--- src/core/pcm_pkg.sv ---
package pcm_pkg;

	// ==========================================================================
	// Bottom pulse count settings.
	// ==========================================================================
	typedef enum logic [0:0] {
		PCM_BOTTOM_ONE = 1'h0,
		PCM_BOTTOM_ZERO_TO_TWO = 1'h1
	} pcm_bottom_mode_e;

	// ==========================================================================
	// Stroke phases, Gray coded along the normal stroke.
	// ==========================================================================
	typedef enum logic [2:0] {
		PCM_ST_IDLE = 3'h0,
		PCM_ST_TOP = 3'h1,
		PCM_ST_RUNDOWN = 3'h3,
		PCM_ST_BOTTOM = 3'h2,
		PCM_ST_FAULT = 3'h6
	} pcm_state_e;

	// ==========================================================================
	// Cam and demand inputs travel together.
	// ==========================================================================
	typedef struct packed {
		logic top_cam_contact;
		logic bottom_cam_contact;
		logic rundown_cam_contact;
		logic stroke_demand;
	} pcm_cams_s;

	localparam pcm_cams_s PCM_CAMS_RESET = '{
		top_cam_contact: 1'h0,
		bottom_cam_contact: 1'h0,
		rundown_cam_contact: 1'h1,
		stroke_demand: 1'h0
	};

endpackage : pcm_pkg

--- src/core/pcm_monitor.sv ---
// Contract
// [RULE1] Bottom rise: top high, after run-down fall.
// [RULE2] Bottom must be low when run-down falls.
// [RULE3] Demand high or risen before run-down falls.
// [RULE4] Stroke order top, demand, run-down, bottom.
// [RULE5] Upstroke only on first bottom rise.
// [RULE6] End: top and bottom fall any order.
// [RULE7] Zero to two setting allows 0-2 pulses.
// [RULE8] Zero to two: run-down fall not required.
// [RULE9] Ordering violation drops permit, raises sequence fault.
// [RULE10] Fault holds permit low, restart pending high.
// [RULE11] Run-down left while stopped sets overrun fault.
// [RULE12] Any fault forces top flag, upstroke low.
// [RULE13] Bottom high at start blocks until top falls.
// [RULE14] Low permit input forces outputs inactive only; code drops permit, top flag, upstroke, keeps faults, pauses checks.
// [RULE15] Inputs sampled each cycle, edges versus previous.
`timescale 1ns/1ps
`default_nettype none
module pcm_monitor
	import pcm_pkg::*;
(
	// Clock and reset.
	input wire logic clk_in,
	input wire logic resetn_in,
	// Cam contacts and stroke demand, from pins.
	input wire pcm_cams_s cams_in,
	// Configuration and control.
	input wire pcm_bottom_mode_e bottom_pulse_count_setting_in,
	input wire logic permit_in,
	input wire logic restart_in,
	// Results.
	output logic permit_out,
	output logic top_flag_out,
	output logic upstroke_out,
	output logic restart_pending_out,
	output logic sequence_fault_out,
	output logic overrun_fault_out,
	output logic any_fault_out
);

	// ==========================================================================
	// Input synchronisers and previous samples.
	// ==========================================================================
	pcm_cams_s meta_r, meta_nxt;
	pcm_cams_s cur_r, cur_nxt;
	pcm_cams_s prev_r, prev_nxt;
	logic permit_meta_r, permit_meta_nxt, permit_sync_r, permit_sync_nxt;
	logic restart_meta_r, restart_meta_nxt, restart_sync_r, restart_sync_nxt;
	logic restart_prev_r, restart_prev_nxt;

	always_comb begin
		meta_nxt = cams_in;
		cur_nxt = meta_r;
		prev_nxt = cur_r; // RULE15
		permit_meta_nxt = permit_in;
		permit_sync_nxt = permit_meta_r;
		restart_meta_nxt = restart_in;
		restart_sync_nxt = restart_meta_r;
		restart_prev_nxt = restart_sync_r;
	end

	always_ff @(posedge clk_in) begin
		if (!resetn_in) begin
			meta_r <= PCM_CAMS_RESET;
			cur_r <= PCM_CAMS_RESET;
			prev_r <= PCM_CAMS_RESET;
			permit_meta_r <= 1'h0;
			permit_sync_r <= 1'h0;
			restart_meta_r <= 1'h0;
			restart_sync_r <= 1'h0;
			restart_prev_r <= 1'h0;
		end else begin
			meta_r <= meta_nxt;
			cur_r <= cur_nxt;
			prev_r <= prev_nxt;
			permit_meta_r <= permit_meta_nxt;
			permit_sync_r <= permit_sync_nxt;
			restart_meta_r <= restart_meta_nxt;
			restart_sync_r <= restart_sync_nxt;
			restart_prev_r <= restart_prev_nxt;
		end
	end

	// Edge detection on the second-stage samples only.
	logic top_rise, top_fall, bot_rise, bot_fall, rd_fall, rd_rise, dem_rise, restart_fall;
	assign top_rise = cur_r.top_cam_contact & ~prev_r.top_cam_contact; // RULE15
	assign top_fall = ~cur_r.top_cam_contact & prev_r.top_cam_contact;
	assign bot_rise = cur_r.bottom_cam_contact & ~prev_r.bottom_cam_contact;
	assign bot_fall = ~cur_r.bottom_cam_contact & prev_r.bottom_cam_contact;
	assign rd_fall = ~cur_r.rundown_cam_contact & prev_r.rundown_cam_contact;
	assign rd_rise = cur_r.rundown_cam_contact & ~prev_r.rundown_cam_contact;
	assign dem_rise = cur_r.stroke_demand & ~prev_r.stroke_demand;
	// A restart is taken on the falling edge of the restart pulse.
	assign restart_fall = ~restart_sync_r & restart_prev_r;

	// ==========================================================================
	// Stroke sequencer.
	// ==========================================================================
	pcm_state_e state_r, state_nxt;
	logic seq_fault_r, seq_fault_nxt;
	logic ovr_fault_r, ovr_fault_nxt;
	logic demand_seen_r, demand_seen_nxt;
	logic rd_fell_r, rd_fell_nxt;
	logic up_done_r, up_done_nxt;
	logic up_r, up_nxt;
	logic bot_block_r, bot_block_nxt;
	logic first_r, first_nxt;
	logic bad_seq, bad_ovr, end_stroke, bot_blocked;

	always_comb begin
		state_nxt = state_r;
		seq_fault_nxt = seq_fault_r;
		ovr_fault_nxt = ovr_fault_r;
		demand_seen_nxt = demand_seen_r;
		rd_fell_nxt = rd_fell_r;
		up_done_nxt = up_done_r;
		up_nxt = up_r;
		bot_block_nxt = bot_block_r;
		// Until the synchronised permit is up the cam samples may still hold reset values,
		// so the start of monitoring stays open until then.
		first_nxt = first_r && !permit_sync_r;
		bad_seq = 1'h0;
		bad_ovr = 1'h0;
		end_stroke = 1'h0;
		bot_blocked = bot_block_r || (first_r && cur_r.bottom_cam_contact); // RULE13
		// Bottom already high when monitoring begins: ignore it until the top cam falls.
		if (first_r && cur_r.bottom_cam_contact) begin
			bot_block_nxt = 1'h1; // RULE13
		end
		if (state_r != PCM_ST_FAULT && permit_sync_r) begin
			// Run-down leaving without demand means the press overran its stop.
			if (rd_fall && !cur_r.stroke_demand && !demand_seen_r) begin
				bad_ovr = 1'h1; // RULE3 RULE11
			end
			if (rd_fall && cur_r.bottom_cam_contact && !bot_blocked) begin
				bad_seq = 1'h1; // RULE2
			end
			if (rd_fall && state_r != PCM_ST_TOP && state_r != PCM_ST_RUNDOWN) begin
				bad_seq = 1'h1; // RULE4
			end
			if (bot_rise && !bot_blocked) begin
				if (!cur_r.top_cam_contact) begin
					bad_seq = 1'h1; // RULE1 RULE8
				end else if (!rd_fell_r
						&& bottom_pulse_count_setting_in == PCM_BOTTOM_ONE) begin
					bad_seq = 1'h1; // RULE1 RULE4
				end else if (up_done_r
						&& bottom_pulse_count_setting_in == PCM_BOTTOM_ONE) begin
					bad_seq = 1'h1; // RULE7
				end
			end
			if (rd_fall) begin
				rd_fell_nxt = 1'h1;
			end
			if (dem_rise && state_r == PCM_ST_TOP) begin
				demand_seen_nxt = 1'h1; // RULE3
			end
			case (state_r)
				PCM_ST_IDLE: begin
					if (top_rise) begin
						state_nxt = PCM_ST_TOP; // RULE4
						demand_seen_nxt = 1'h0;
						rd_fell_nxt = 1'h0;
						up_done_nxt = 1'h0;
					end
				end
				PCM_ST_TOP: begin
					if (rd_fall) begin
						state_nxt = PCM_ST_RUNDOWN;
					end
				end
				PCM_ST_RUNDOWN, PCM_ST_BOTTOM: begin
					if (bot_rise && !bot_blocked) begin
						state_nxt = PCM_ST_BOTTOM;
					end
					if (top_fall) begin
						end_stroke = 1'h1; // RULE6
					end
				end
				default: begin
					state_nxt = PCM_ST_IDLE;
				end
			endcase
			// The zero to two setting lets a bottom pulse come before run-down falls,
			// so the upstroke is raised from the top phase as well.
			if (state_r != PCM_ST_IDLE && bot_rise && !bot_blocked) begin
				if (!up_done_r) begin
					up_nxt = 1'h1; // RULE5
				end
				up_done_nxt = 1'h1; // RULE5
			end
			if (top_fall || bot_fall) begin
				up_nxt = 1'h0; // RULE6
			end
			// No bottom pulse at all is fine in the zero to two setting.
			if (state_r == PCM_ST_TOP && top_fall) begin
				end_stroke = 1'h1; // RULE7
			end
			if (end_stroke) begin
				state_nxt = PCM_ST_IDLE;
				up_nxt = 1'h0;
			end
			if (top_fall) begin
				bot_block_nxt = 1'h0; // RULE13
			end
		end
		if (!permit_sync_r) begin
			up_nxt = 1'h0;
		end
		if (bad_seq) begin
			seq_fault_nxt = 1'h1; // RULE9
		end
		if (bad_ovr) begin
			ovr_fault_nxt = 1'h1; // RULE11
		end
		if (bad_seq || bad_ovr) begin
			state_nxt = PCM_ST_FAULT;
			up_nxt = 1'h0; // RULE12
		end
		if (state_r == PCM_ST_FAULT && restart_fall) begin
			seq_fault_nxt = 1'h0; // RULE10
			ovr_fault_nxt = 1'h0; // RULE11
			state_nxt = PCM_ST_IDLE;
			first_nxt = 1'h1;
			bot_block_nxt = 1'h0;
		end
	end

	always_ff @(posedge clk_in) begin
		if (!resetn_in) begin
			state_r <= PCM_ST_IDLE;
			seq_fault_r <= 1'h0;
			ovr_fault_r <= 1'h0;
			demand_seen_r <= 1'h0;
			rd_fell_r <= 1'h0;
			up_done_r <= 1'h0;
			up_r <= 1'h0;
			bot_block_r <= 1'h0;
			first_r <= 1'h1;
		end else begin
			state_r <= state_nxt;
			seq_fault_r <= seq_fault_nxt;
			ovr_fault_r <= ovr_fault_nxt;
			demand_seen_r <= demand_seen_nxt;
			rd_fell_r <= rd_fell_nxt;
			up_done_r <= up_done_nxt;
			up_r <= up_nxt;
			bot_block_r <= bot_block_nxt;
			first_r <= first_nxt;
		end
	end

	// ==========================================================================
	// Outputs.
	// ==========================================================================
	logic any_fault;
	assign any_fault = seq_fault_r | ovr_fault_r;
	assign permit_out = permit_sync_r & ~any_fault; // RULE9 RULE10 RULE14
	assign top_flag_out = permit_sync_r & ~any_fault & cur_r.top_cam_contact; // RULE12 RULE14
	assign upstroke_out = up_r & permit_sync_r & ~any_fault; // RULE12 RULE14
	assign restart_pending_out = any_fault; // RULE10
	assign sequence_fault_out = seq_fault_r;
	assign overrun_fault_out = ovr_fault_r;
	assign any_fault_out = any_fault; // RULE10

endmodule : pcm_monitor
`default_nettype wire

--- config.mk ---
export PLATFORM = sky130hd
export DESIGN_NAME = pcm_monitor
export DESIGN_NICKNAME = d
export VERILOG_FILES = /design/src/core/pcm_pkg.sv /design/src/core/pcm_monitor.sv
export SDC_FILE = /design/constraint.sdc
export NUM_CORES = 1
export LEC_CHECK = 0
export ABC_AREA = 1
export BUFFER_PORTS_ARGS = -buffer_cell sky130_fd_sc_hd__buf_2
export CORE_AREA = 2 2 57 59
export DETAILED_ROUTE_END_ITERATION = 8
export DIE_AREA = 0 0 59 61
export PLACE_DENSITY_LB_ADDON = 0.1
export SLEW_MARGIN = 40
export SYNTH_ARGS = -nofsm -noshare
export SYNTH_HDL_FRONTEND = slang
export SYNTH_SLANG_ARGS = --single-unit
export TNS_END_PERCENT = 5
--- constraint.sdc ---
create_clock -name clk_in -period 1.53 [get_ports clk_in]
set_input_delay 0.0765 -clock clk_in [delete_from_list [all_inputs] [get_ports clk_in]]
set_output_delay 0.0765 -clock clk_in [all_outputs]
set_load 0.005 [all_outputs]
Yosys cells after proc, flatten, opt, wreduce, memory -nomap -nowiden

Index checks and enable logic that the tools add are counted.

Equal/unequal tests: 14
Multiplexer cells: 36
Bitwise gates (word level): 23
Reduce and logical (&&, ||, !) cells: 39

Operator list:

| kind                                                   | number |
|---|---|
| two-way mux 1 bit                                      | 29 |
| two-way mux 3 bit                                      | 6 |
| logical AND 1 bit                                      | 17 |
| AND 1 bit                                              | 11 |
| NOT 1 bit                                              | 11 |
| inequality test 3 bit (second input constant)          | 3 |
| case mux 3 bit (3 select lines)                        | 1 |
| inequality test 4 bit (second input constant)          | 2 |
| AND reduction 4 bit                                    | 2 |
| equality test 3 x 2 -> 1 bit (second input constant)   | 2 |
| inequality test 3 x 1 -> 1 bit (second input constant) | 2 |
| inequality test 3 x 2 -> 1 bit (second input constant) | 2 |
| AND reduction 3 bit                                    | 2 |
| nonzero test 2 bit                                     | 3 |
| nonzero test 3 bit                                     | 2 |
| OR reduction 3 bit                                     | 2 |
| zero test 1 bit                                        | 5 |
| inequality test 4 x 2 -> 1 bit (second input constant) | 1 |
| OR reduction 2 bit                                     | 2 |
| equality test 3 x 1 -> 1 bit (second input constant)   | 1 |
| equality test 3 bit (second input constant)            | 1 |
| zero test 3 bit                                        | 1 |
| logical OR 1 bit                                       | 3 |
| OR 1 bit                                               | 1 |

Register bits: 28
Input bits: 9
Output and inout bits: 7
Word-level logic and storage cells: 139

Longest topological paths before layout

Gate-level depths: netlist of run 1.

Depth in word-level cells: 14
Depth in mapped cells: 10
Mapped depth without buffers: 10

Worst setup path before layout of run 1

OpenSTA, ideal clock, no wires.

Path kind: flip-flop to flip-flop
Start: register state_r[0]
End: register state_r[1]
Setup time: 0.109 ns
Arrival: 1.020 ns
Required time: 1.421 ns
Path slack: 0.401 ns
Cell stages (with the launch flop): 11
Path buffers: 0
Period minus slack after synthesis: 1.129 ns
Cells stage by stage: dfxtp_1 inv_1 nand3_2 nand2_4 inv_2 nand3_4 nand2_2 nor2_4 nand3_1 nand2_1 inv_1

Cells in the longest elaborated chain, start to end: 12
Elaborated cells on any way between the ends: 35
Those cells by class: eq/ne: 10; mux: 14; reduce/logical: 11

RTL lines:

| item                                                          | RTL line           | text |
|---|---|---|
| from (decl)                                                   | pcm_monitor.sv:99  | `pcm_state_e state_r, state_nxt;` |
| from (signal assigned)                                        | pcm_monitor.sv:241 | `state_r <= state_nxt;` |
| inequality test 3 x 1 -> 1 bit                                | pcm_monitor.sv:138 | `if (rd_fall && state_r != PCM_ST_TOP && state_r != PCM_ST_RUNDOWN) begin` |
| logical AND 1 bit (2 in series)                               | pcm_monitor.sv:138 |  |
| two-way mux 1 bit                                             | pcm_monitor.sv:138 |  |
| two-way mux 1 bit                                             | pcm_monitor.sv:147 | `end else if (up_done_r` |
| two-way mux 1 bit                                             | pcm_monitor.sv:144 | `end else if (!rd_fell_r` |
| two-way mux 1 bit                                             | pcm_monitor.sv:142 | `if (!cur_r.top_cam_contact) begin` |
| two-way mux 1 bit                                             | pcm_monitor.sv:141 | `if (bot_rise && !bot_blocked) begin` |
| two-way mux 1 bit                                             | pcm_monitor.sv:130 | `if (state_r != PCM_ST_FAULT && permit_sync_r) begin` |
| logical OR 1 bit                                              | pcm_monitor.sv:216 | `if (bad_seq \|\| bad_ovr) begin` |
| inequality test 4 bit (no line), or another cell as far along | -                  |  |
| AND reduction 4 bit (no line)                                 | -                  |  |

Several ways; a longest one is shown, not always the timed one. The select of a mux whose other input is x is not followed.
A chain may end at the register's enable or synchronous reset.

Worst setup path in the final report of run 1

Same ends and word-level chain as after synthesis.

==> results of run 1 <==
## final timing paths
kind              slack, ps                     from  cells past startpoint                       to
setup / recovery        200  state_r[0]$_SDFFE_PP0P_                     10  state_r[1]$_SDFFE_PP0P_
hold / removal          100                resetn_in                      3   up_done_r$_SDFFE_PN0P_
setup reg to reg        200  state_r[0]$_SDFFE_PP0P_                     10  state_r[1]$_SDFFE_PP0P_
hold reg to reg         420    cur_nxt[3]$_SDFF_PN0_                      2      cur_r[3]$_SDFF_PN0_
## per-stage QoR
| stage | hold slack, ps | instance area (um^2) |
|---|---|---|
| 4_1_cts | 102 | 1380 |
| 3_3_place_gp | 257 | 1270 |
| 3_5_place_dp | 260 | 1270 |
| 5_1_grt | 121 | 1380 |
| 2_1_floorplan | 174 | 1160 |
| 6_report | 101 | 1380 |
## layer usage
metal / up-vias / GRT usage / wire [um] / part of all wire
met1: 417 / 0.169 / 1010 / 0.48
met5: - / 0 / 0 / 0
met4: 0 / 0.0714 / 38 / 0.018
met2: 9 / 0.227 / 1010 / 0.48
li1: 522 / - / - / -
met3: 4 / 0.0192 / 39 / 0.019
## worst max-delay path, cell delays in order, from the launching register on
cell and delay, ps:
dfxtp_1 320, inv_1 160, nand3_2 140, nand2_4 120, inv_2 70, nand3_4 60, nand2_2 60, nor2_4 120
nand3_1 90, nand2_1 60, inv_1 40
## synth_stat cells
library cell,number,area share
o22ai_1,1,0.0054
or2_2,2,0.011
inv_1,36,0.12
buf_4,1,0.0065
dfxtp_1,28,0.48
o21ai_0,5,0.022
nand2_4,1,0.0097
nor3b_1,1,0.0065
a21oi_1,4,0.017
nand4_1,3,0.016
nand2_2,2,0.011
nor2_1,16,0.052
inv_2,2,0.0065
buf_2,1,0.0043
nand3_1,9,0.039
nand3_4,1,0.015
nand3_2,2,0.017
clkbuf_1,1,0.0032
nand2_1,35,0.11
nor3_1,2,0.0086
nor2_4,1,0.0097
a31oi_1,1,0.0054
nor2_2,4,0.022
## cell families after synthesis
kind of cell           share of synthesized area
AO/OA/AOI/OAI                             0.0496
flip-flops                                 0.483
AND/OR/NAND/NOR                            0.330
buffers and inverters                      0.137
## timing repair
action	4_1_cts	5_1_grt
hold endpoints to repair	6	0
hold buffers	6	0
setup buffers	0	0
## registers in the layout (all words and copies together) (netlist names), 3 cells and up
register and flops:
prev_r 4, state_r 3, cur_nxt 4, cur_r 4
## report_power, final
| group | internal (mW) | leakage, nW | total, mW | switching, mW |
|---|---|---|---|---|
| combinational | 0.0455 | 0.458 | 0.107 | 0.0618 |
| clock | 0.265 | 0.0279 | 0.480 | 0.215 |
| sequential | 0.754 | 0.229 | 0.766 | 0.0122 |
| total | 1.06 | 0.716 | 1.35 | 0.289 |
## cell type report
| cell class | count | area (um^2) |
|---|---|---|
| repair buffers | 22 | 143 |
| inverters | 38 | 143 |
| well taps | 33 | 41.3 |
| clock inverters | 1 | 30.0 |
| multi-input cells | 90 | 440 |
| flip-flops and latches | 28 | 561 |
| clock buffers | 3 | 22.5 |
| fillers | 303 | 1570 |
==> impl_metrics.ini, run 1 <==
[run_status]
outcome = finished clean

[global_routing]
grt_max_degree = 18
grtUsageTotal = 0.135
antenna_found_initial = 0
grt_pass1_vias = 887
gr-total-overflow = 0
grt_pass1_wl_um = 3660

[synthesis]
synth_nets = 168
synth_area_um2 = 1160
synth_area_per_cell_um2 = 7.29
synth-seq-cells = 28
synth_cells = 159
ys_types = 23
seq_area_frac_synth = 0.483
yosys_warnings = 0

[die]
start_util = 0.393
num_rows = 20
ios = 16
die_h_um = 61
die_w_um = 59
die_area_um2 = 3600
core_um2 = 2950

[power]
p_per_area_nw_per_um2 = 981
power_leakage_nw = 0.716
power.total_mw = 1.35
peakVddDrop_v = 0.000488

[critical_path]
crit_arrival_ps = 1560
end_kind = flop
worstPathRequired_ps = 1770
critPathLaunchType = flop
cp_max_fo = 6
critical_path_class = reg2reg

[layout]
final_common_cell = inv_1
diodes = 0
area_growth_pct = 19.0
final_cell_mix = inv_1, nand2_1, dfxtp_1, nor2_1, buf_2
drive_gt1_frac = 0.192
fin_util = 0.467
finalNonFillerCells = 215
final_nets = 192

[cts]
htree_levels = 1
numCtsBuffers = 3
root_buffer = clkbuf_4
clkSinkCount = 28
cts_max_path_buffers = 2
postCtsResizedCells = 0
worst_skew_pair.late_latency_ps = 330
cts_tree = built
clkSlewWorstSetupHoldPaths_ps = 150

[sta]
setup_violations = 0
tns_ps = 0
tightest_slew_ps = 348
rsz0062_at_grt = false
finalMaxSlewViolations = 0
fin_ws_ps = 203
clock_skew_ps = 11.1
hold_violations = 0
fin_crit_ps = 1330
maxSlewHeadroom = 0.766
clock.fmax_ghz = 0.753
fin_crit_sh = 0.868

[placement]
hpwlAfterDp_um = 1620
gp_congestion = 0.886
place_inst = 205
portBuffers = 15
dpl_worst_slack_ps = 212

[detailed_routing]
ant_nets = 0
drt_wl_total_um = 2100
wl_per_cell_um = 9.77
num_vias = 952
drt_iter0_drc = 41
drtPass1Iterations = 4
drc = 0
viasPerCell = 4.43

[hold_path]
hold_class = in2reg

[job]
maxCapViolCount = 0
No activity file was read; power rests on OpenSTA's default activity.
==> run 2, diff against run 1 <==
Settings changed: CORE_AREA 2 2 57 59 to 2 2 53 55, DIE_AREA 0 0 59 61 to 0 0 55 57.
==> run 2 against run 1 <==
Against the previous run: global-route usage increased by 1.9 points; largest cell class unchanged; sequential cell count did not move; clock skew decreased by 9.2 ps; core utilization rose by 5.3 points; die area decreased by 13%.
==> impl_metrics.ini, run 2 (synthesis results as in run 1) <==
[layout]
final-seq-area_um2 = 561
final_cell_mix = inv_1, nand2_1, dfxtp_1, nor2_1, buf_2
nFillCells = 269
multi_input_area_um2 = 440
final_common_cell = inv_1
area_growth_pct = 17.4
drive_gt1_frac = 0.192
diodes = 0
final_nets = 192

[cts]
post-cts-setup-buffers = 0
clkSinkCount = 28
worst_skew_pair.late_latency_ps = 320
clkSlewWorstSetupHoldPaths_ps = 140
root_buffer = clkbuf_4
cts_max_path_buffers = 2
htree_levels = 1
postCtsResizedCells = 0
numCtsBuffers = 3
cts_tree = built

[die]
ios = 16
die_w_um = 55
core_um2 = 2620
num_rows = 19
die_area_um2 = 3140
start_util = 0.444
die_h_um = 57

[sta]
finalMaxSlewViolations = 0
rsz0062_at_grt = false
clock_skew_ps = 1.86
tns_ps = 0
fin_ws_ps = 164
fin_crit_ps = 1370
tightest_slew_ps = 306
maxSlewHeadroom = 0.794
setup_violations = 0
clock.fmax_ghz = 0.732
fin_crit_sh = 0.893
hold_violations = 0

[critical_path]
max_stage_delay_ps = 320
cp_max_fo = 6
endpoint = state_r[1]$_SDFFE_PP0P_
cp_slowest_cell = dfxtp_1
r2r_start = state_r[0]$_SDFFE_PP0P_
cp_top_family = simple AND/OR/NAND/NOR gates
r2r_cells = 10
cp.depth = 10
cp_cell_sequence = inv_1 > nand3_2 > nand2_4 > inv_2 > nand3_4 > nand2_2 > nor2_4 > nand3_1 > nand2_1 > inv_1
rrSetupSlack_ps = 160
crit_arrival_ps = 1610
worstReg2RegEnd = state_r[1]$_SDFFE_PP0P_
cp-startpoint = state_r[0]$_SDFFE_PP0P_
end_kind = flop
critical_path_class = reg2reg
worstPathRequired_ps = 1770
crit_buf_inv = 3
path_common_cell = inv_1
critPathLaunchType = flop

[power]
peakVddDrop_v = 0.000618
clkPwrFrac = 0.285
p_per_area_nw_per_um2 = 898
netSwitchingFraction = 0.227
p_switching_mw = 0.278
seqPwrFrac = 0.627
power_leakage_nw = 0.709
pwr-share-comb = 0.088
intPower_mw = 0.945

[run_status]
outcome = finished clean

[placement]
dpl_worst_slack_ps = 199
gp_congestion = 0.926
portBuffers = 15
hpwlAfterDp_um = 1610

[detailed_routing]
drtPass1Iterations = 4
ant_nets = 0
drc = 0
drt_wl_total_um = 2150
drt_iter0_drc = 29
wl_per_cell_um = 10.1
viasPerCell = 4.56
num_vias = 972

[global_routing]
grtUsageTotal = 0.154
grt_max_degree = 18
gr-total-overflow = 0
grt_pass1_vias = 918
grt_pass1_wl_um = 3560
antenna_found_initial = 0

[hold_path]
hold_class = in2reg

[job]
maxCapViolCount = 0
==> run 2: tightest hold or removal path, stage by stage <==
cell	delay [ps]
buf_2	100
inv_1	120
o22ai_1	100
==> run 2: worst min path at each step <==
stage	to	cells past startpoint	from
final	up_done_r$_SDFFE_PN0P_	3	resetn_in
after global routing	up_done_r$_SDFFE_PN0P_	3	resetn_in
after detailed placement	permit_meta_r$_SDFF_PN0_	3	permit_in
after CTS	up_done_r$_SDFFE_PN0P_	3	resetn_in
after floorplan	cur_nxt[0]$_SDFF_PN0_	2	cams_in[0]
after global placement	permit_meta_r$_SDFF_PN0_	3	permit_in
==> run 2: power by group through the flow <==
stage	Combinational (mW)	Sequential [mW]	Clock (mW)
2_1_floorplan	0.0680	0.780	0
3_3_place_gp	0.0940	0.782	0
3_5_place_dp	0.0961	0.783	0
4_1_cts	0.108	0.767	0.367
5_1_grt	0.122	0.770	0.392
6_report	0.108	0.767	0.348
==> run 2: metal layers <==
metal,GRT usage,part of all wire
met2,0.255,0.49
met3,0.0366,0.033
met4,0.0801,0.0079
met1,0.179,0.47
met5,0,0
==> run 2: cell type report <==
type,count,area share
Clock buffer,4,0.0267
Multi-Input combinational cell,90,0.324
Tap cell,31,0.0285
Sequential cell,28,0.412
Inverter,38,0.105
Timing Repair Buffer,22,0.105
==> run 2: repair_timing <==
item                                   CTS  global route
endpoints found under the hold margin    6             0
hold buffers                             6             0
setup endpoints to repair                0             0
==> run 2: stage by stage <==
stage	area (um^2)	power [mW]	cells	util	hold WS [ps]
after detailed placement	1260	0.879	203	0.484	262
after floorplan	1160	0.848	159	-	174
final	1360	1.22	213	0.521	125
after global routing	1360	1.28	213	0.521	126
after global placement	1260	0.876	203	0.484	257
after CTS	1360	1.24	213	0.521	117
==> run 3, diff against run 2 <==
Settings changed: SETUP_SLACK_MARGIN from default to 0.4.
==> run 3 against run 2 <==
Against the previous run: routed wire length increased by 14%; critical path type unchanged; critical path depth decreased by 2; highest routed layer unchanged; critical endpoint is now state_r[0]$_SDFFE_PP0P_; final area increased by 11%.
==> impl_metrics.ini, run 3 (synthesis results as in run 1) <==
[run_status]
outcome = finished clean

[cts]
cts_tree = built
clkSinkCount = 28
clkSlewWorstSetupHoldPaths_ps = 140
htree_levels = 1
root_buffer = clkbuf_4
numCtsBuffers = 3
worst_skew_pair.late_latency_ps = 320
cts_max_path_buffers = 2

[critical_path]
rrSetupSlack_ps = 260
worstPathRequired_ps = 1760
cp_slowest_cell = dfxtp_2
cp_max_fo = 6
critPathLaunchType = flop
worstReg2RegEnd = state_r[0]$_SDFFE_PP0P_
r2r_cells = 8
r2r_start = state_r[0]$_SDFFE_PP0P_
end_kind = flop
cp_cell_sequence = clkinv_4 > buf_6 > nand2_4 > nor2_4 > nor2_4 > nand3_4 > a21oi_1 > nor2_1
crit_arrival_ps = 1490
critical_path_class = reg2reg
max_stage_delay_ps = 370
path_common_cell = nor2_4

[die]
die_area_um2 = 3140
start_util = 0.444
ios = 16
die_h_um = 57
core_um2 = 2620
num_rows = 19
die_w_um = 55

[global_routing]
grt_pass1_vias = 956
antenna_found_initial = 0
grtUsageTotal = 0.168
grt_pass1_wl_um = 3840
gr-total-overflow = 0
grt_max_degree = 18

[detailed_routing]
drc = 0
viasPerCell = 4.68
num_vias = 1007
drt_iter0_drc = 20
wl_per_cell_um = 11.3
drt_wl_total_um = 2440
ant_nets = 0
drtPass1Iterations = 4

[sta]
rsz0062_at_grt = true
finalMaxSlewViolations = 0
tightest_slew_ps = 308
maxSlewHeadroom = 0.793
clock.fmax_ghz = 0.789
fin_crit_sh = 0.829
fin_crit_ps = 1270
hold_violations = 0
clock_skew_ps = 2.18
tns_ps = 0
setup_violations = 0

[hold_path]
worst_hold_path.endpoint = prev_r[1]$_SDFF_PN1_
hold_class = in2reg
worstHoldPathCells = 3
min_from = resetn_in

[layout]
area_growth_pct = 30.3
diodes = 0
final_nets = 194
final_common_cell = inv_1
drive_gt1_frac = 0.326
nFillCells = 257
final_cell_mix = inv_1, nand2_1, dfxtp_1, buf_2, nor2_1

[placement]
hpwlAfterDp_um = 1610
gp_congestion = 0.926
portBuffers = 15

[power]
power.total_mw = 1.25
p_per_area_nw_per_um2 = 828
peakVddDrop_v = 0.000611
power_leakage_nw = 0.739

[job]
maxCapViolCount = 0
==> run 3: power breakdown <==
group	switching (mW)	leakage [nW]	internal, mW
Combinational	0.0768	0.485	0.0570
Sequential	0.0162	0.233	0.752
Clock	0.205	0.0210	0.146
Total	0.297	0.739	0.954
==> run 3: how the worst max path moves through the flow <==
| stage | slack [ps] | to | startpoint |
|---|---|---|---|
| 3_3_place_gp | 210 | state_r[1]$_SDFFE_PP0P_ | state_r[0]$_SDFFE_PP0P_ |
| 3_5_place_dp | 200 | state_r[1]$_SDFFE_PP0P_ | state_r[0]$_SDFFE_PP0P_ |
| 6_report | 260 | state_r[0]$_SDFFE_PP0P_ | state_r[0]$_SDFFE_PP0P_ |
| 5_1_grt | 210 | state_r[1]$_SDFFE_PP0P_ | state_r[2]$_SDFFE_PP0P_ |
| 2_1_floorplan | 400 | state_r[1]$_SDFFE_PP0P_ | state_r[0]$_SDFFE_PP0P_ |
| 4_1_cts | 290 | state_r[1]$_SDFFE_PP0P_ | state_r[0]$_SDFFE_PP0P_ |
==> run 3: cell type report <==
type | instances | area, um^2 | share of cell area
inverter | 38 | 150 | 0.0993
clock buffer | 4 | 36.3 | 0.0240
timing repair buffer | 24 | 161 | 0.107
multi-input combinational | 90 | 548 | 0.363
tap | 31 | 38.8 | 0.0257
sequential | 28 | 577 | 0.382
==> run 3: timing repair <==
item,in CTS,in global routing
buffers inserted,2,0
resized for setup,21,19
hold buffers,6,0
hold endpoints to repair,6,0
pin swaps,6,7
endpoints found under the setup margin,14,16
==> run 3: worst max-delay path: cells and delay by family, from the launching register on <==
kind / cells / cell delay [ps]
buffers and inverters: 2 / 230
flip-flops: 1 / 370
AO/OA/AOI/OAI: 1 / 180
AND/OR/NAND/NOR: 5 / 390
==> run 3: routing by layer <==
| metal | up-vias | share of wire | GRT usage |
|---|---|---|---|
| met5 | - | 0 | 0 |
| met4 | 0 | 0.013 | 0.0767 |
| met3 | 4 | 0.028 | 0.0366 |
| met2 | 21 | 0.53 | 0.289 |
| met1 | 457 | 0.43 | 0.191 |
| li1 | 525 | - | - |
==> run 3: stage by stage <==
stage	hold slack, ps	instance area (um^2)	util	worst slack (ps)	instances
3_5_place_dp	262	1260	0.484	199	203
5_1_grt	142	1510	0.578	206	215
6_report	136	1510	0.578	262	215
4_1_cts	117	1430	0.547	294	215
2_1_floorplan	174	1160	-	401	159
3_3_place_gp	257	1260	0.484	215	203
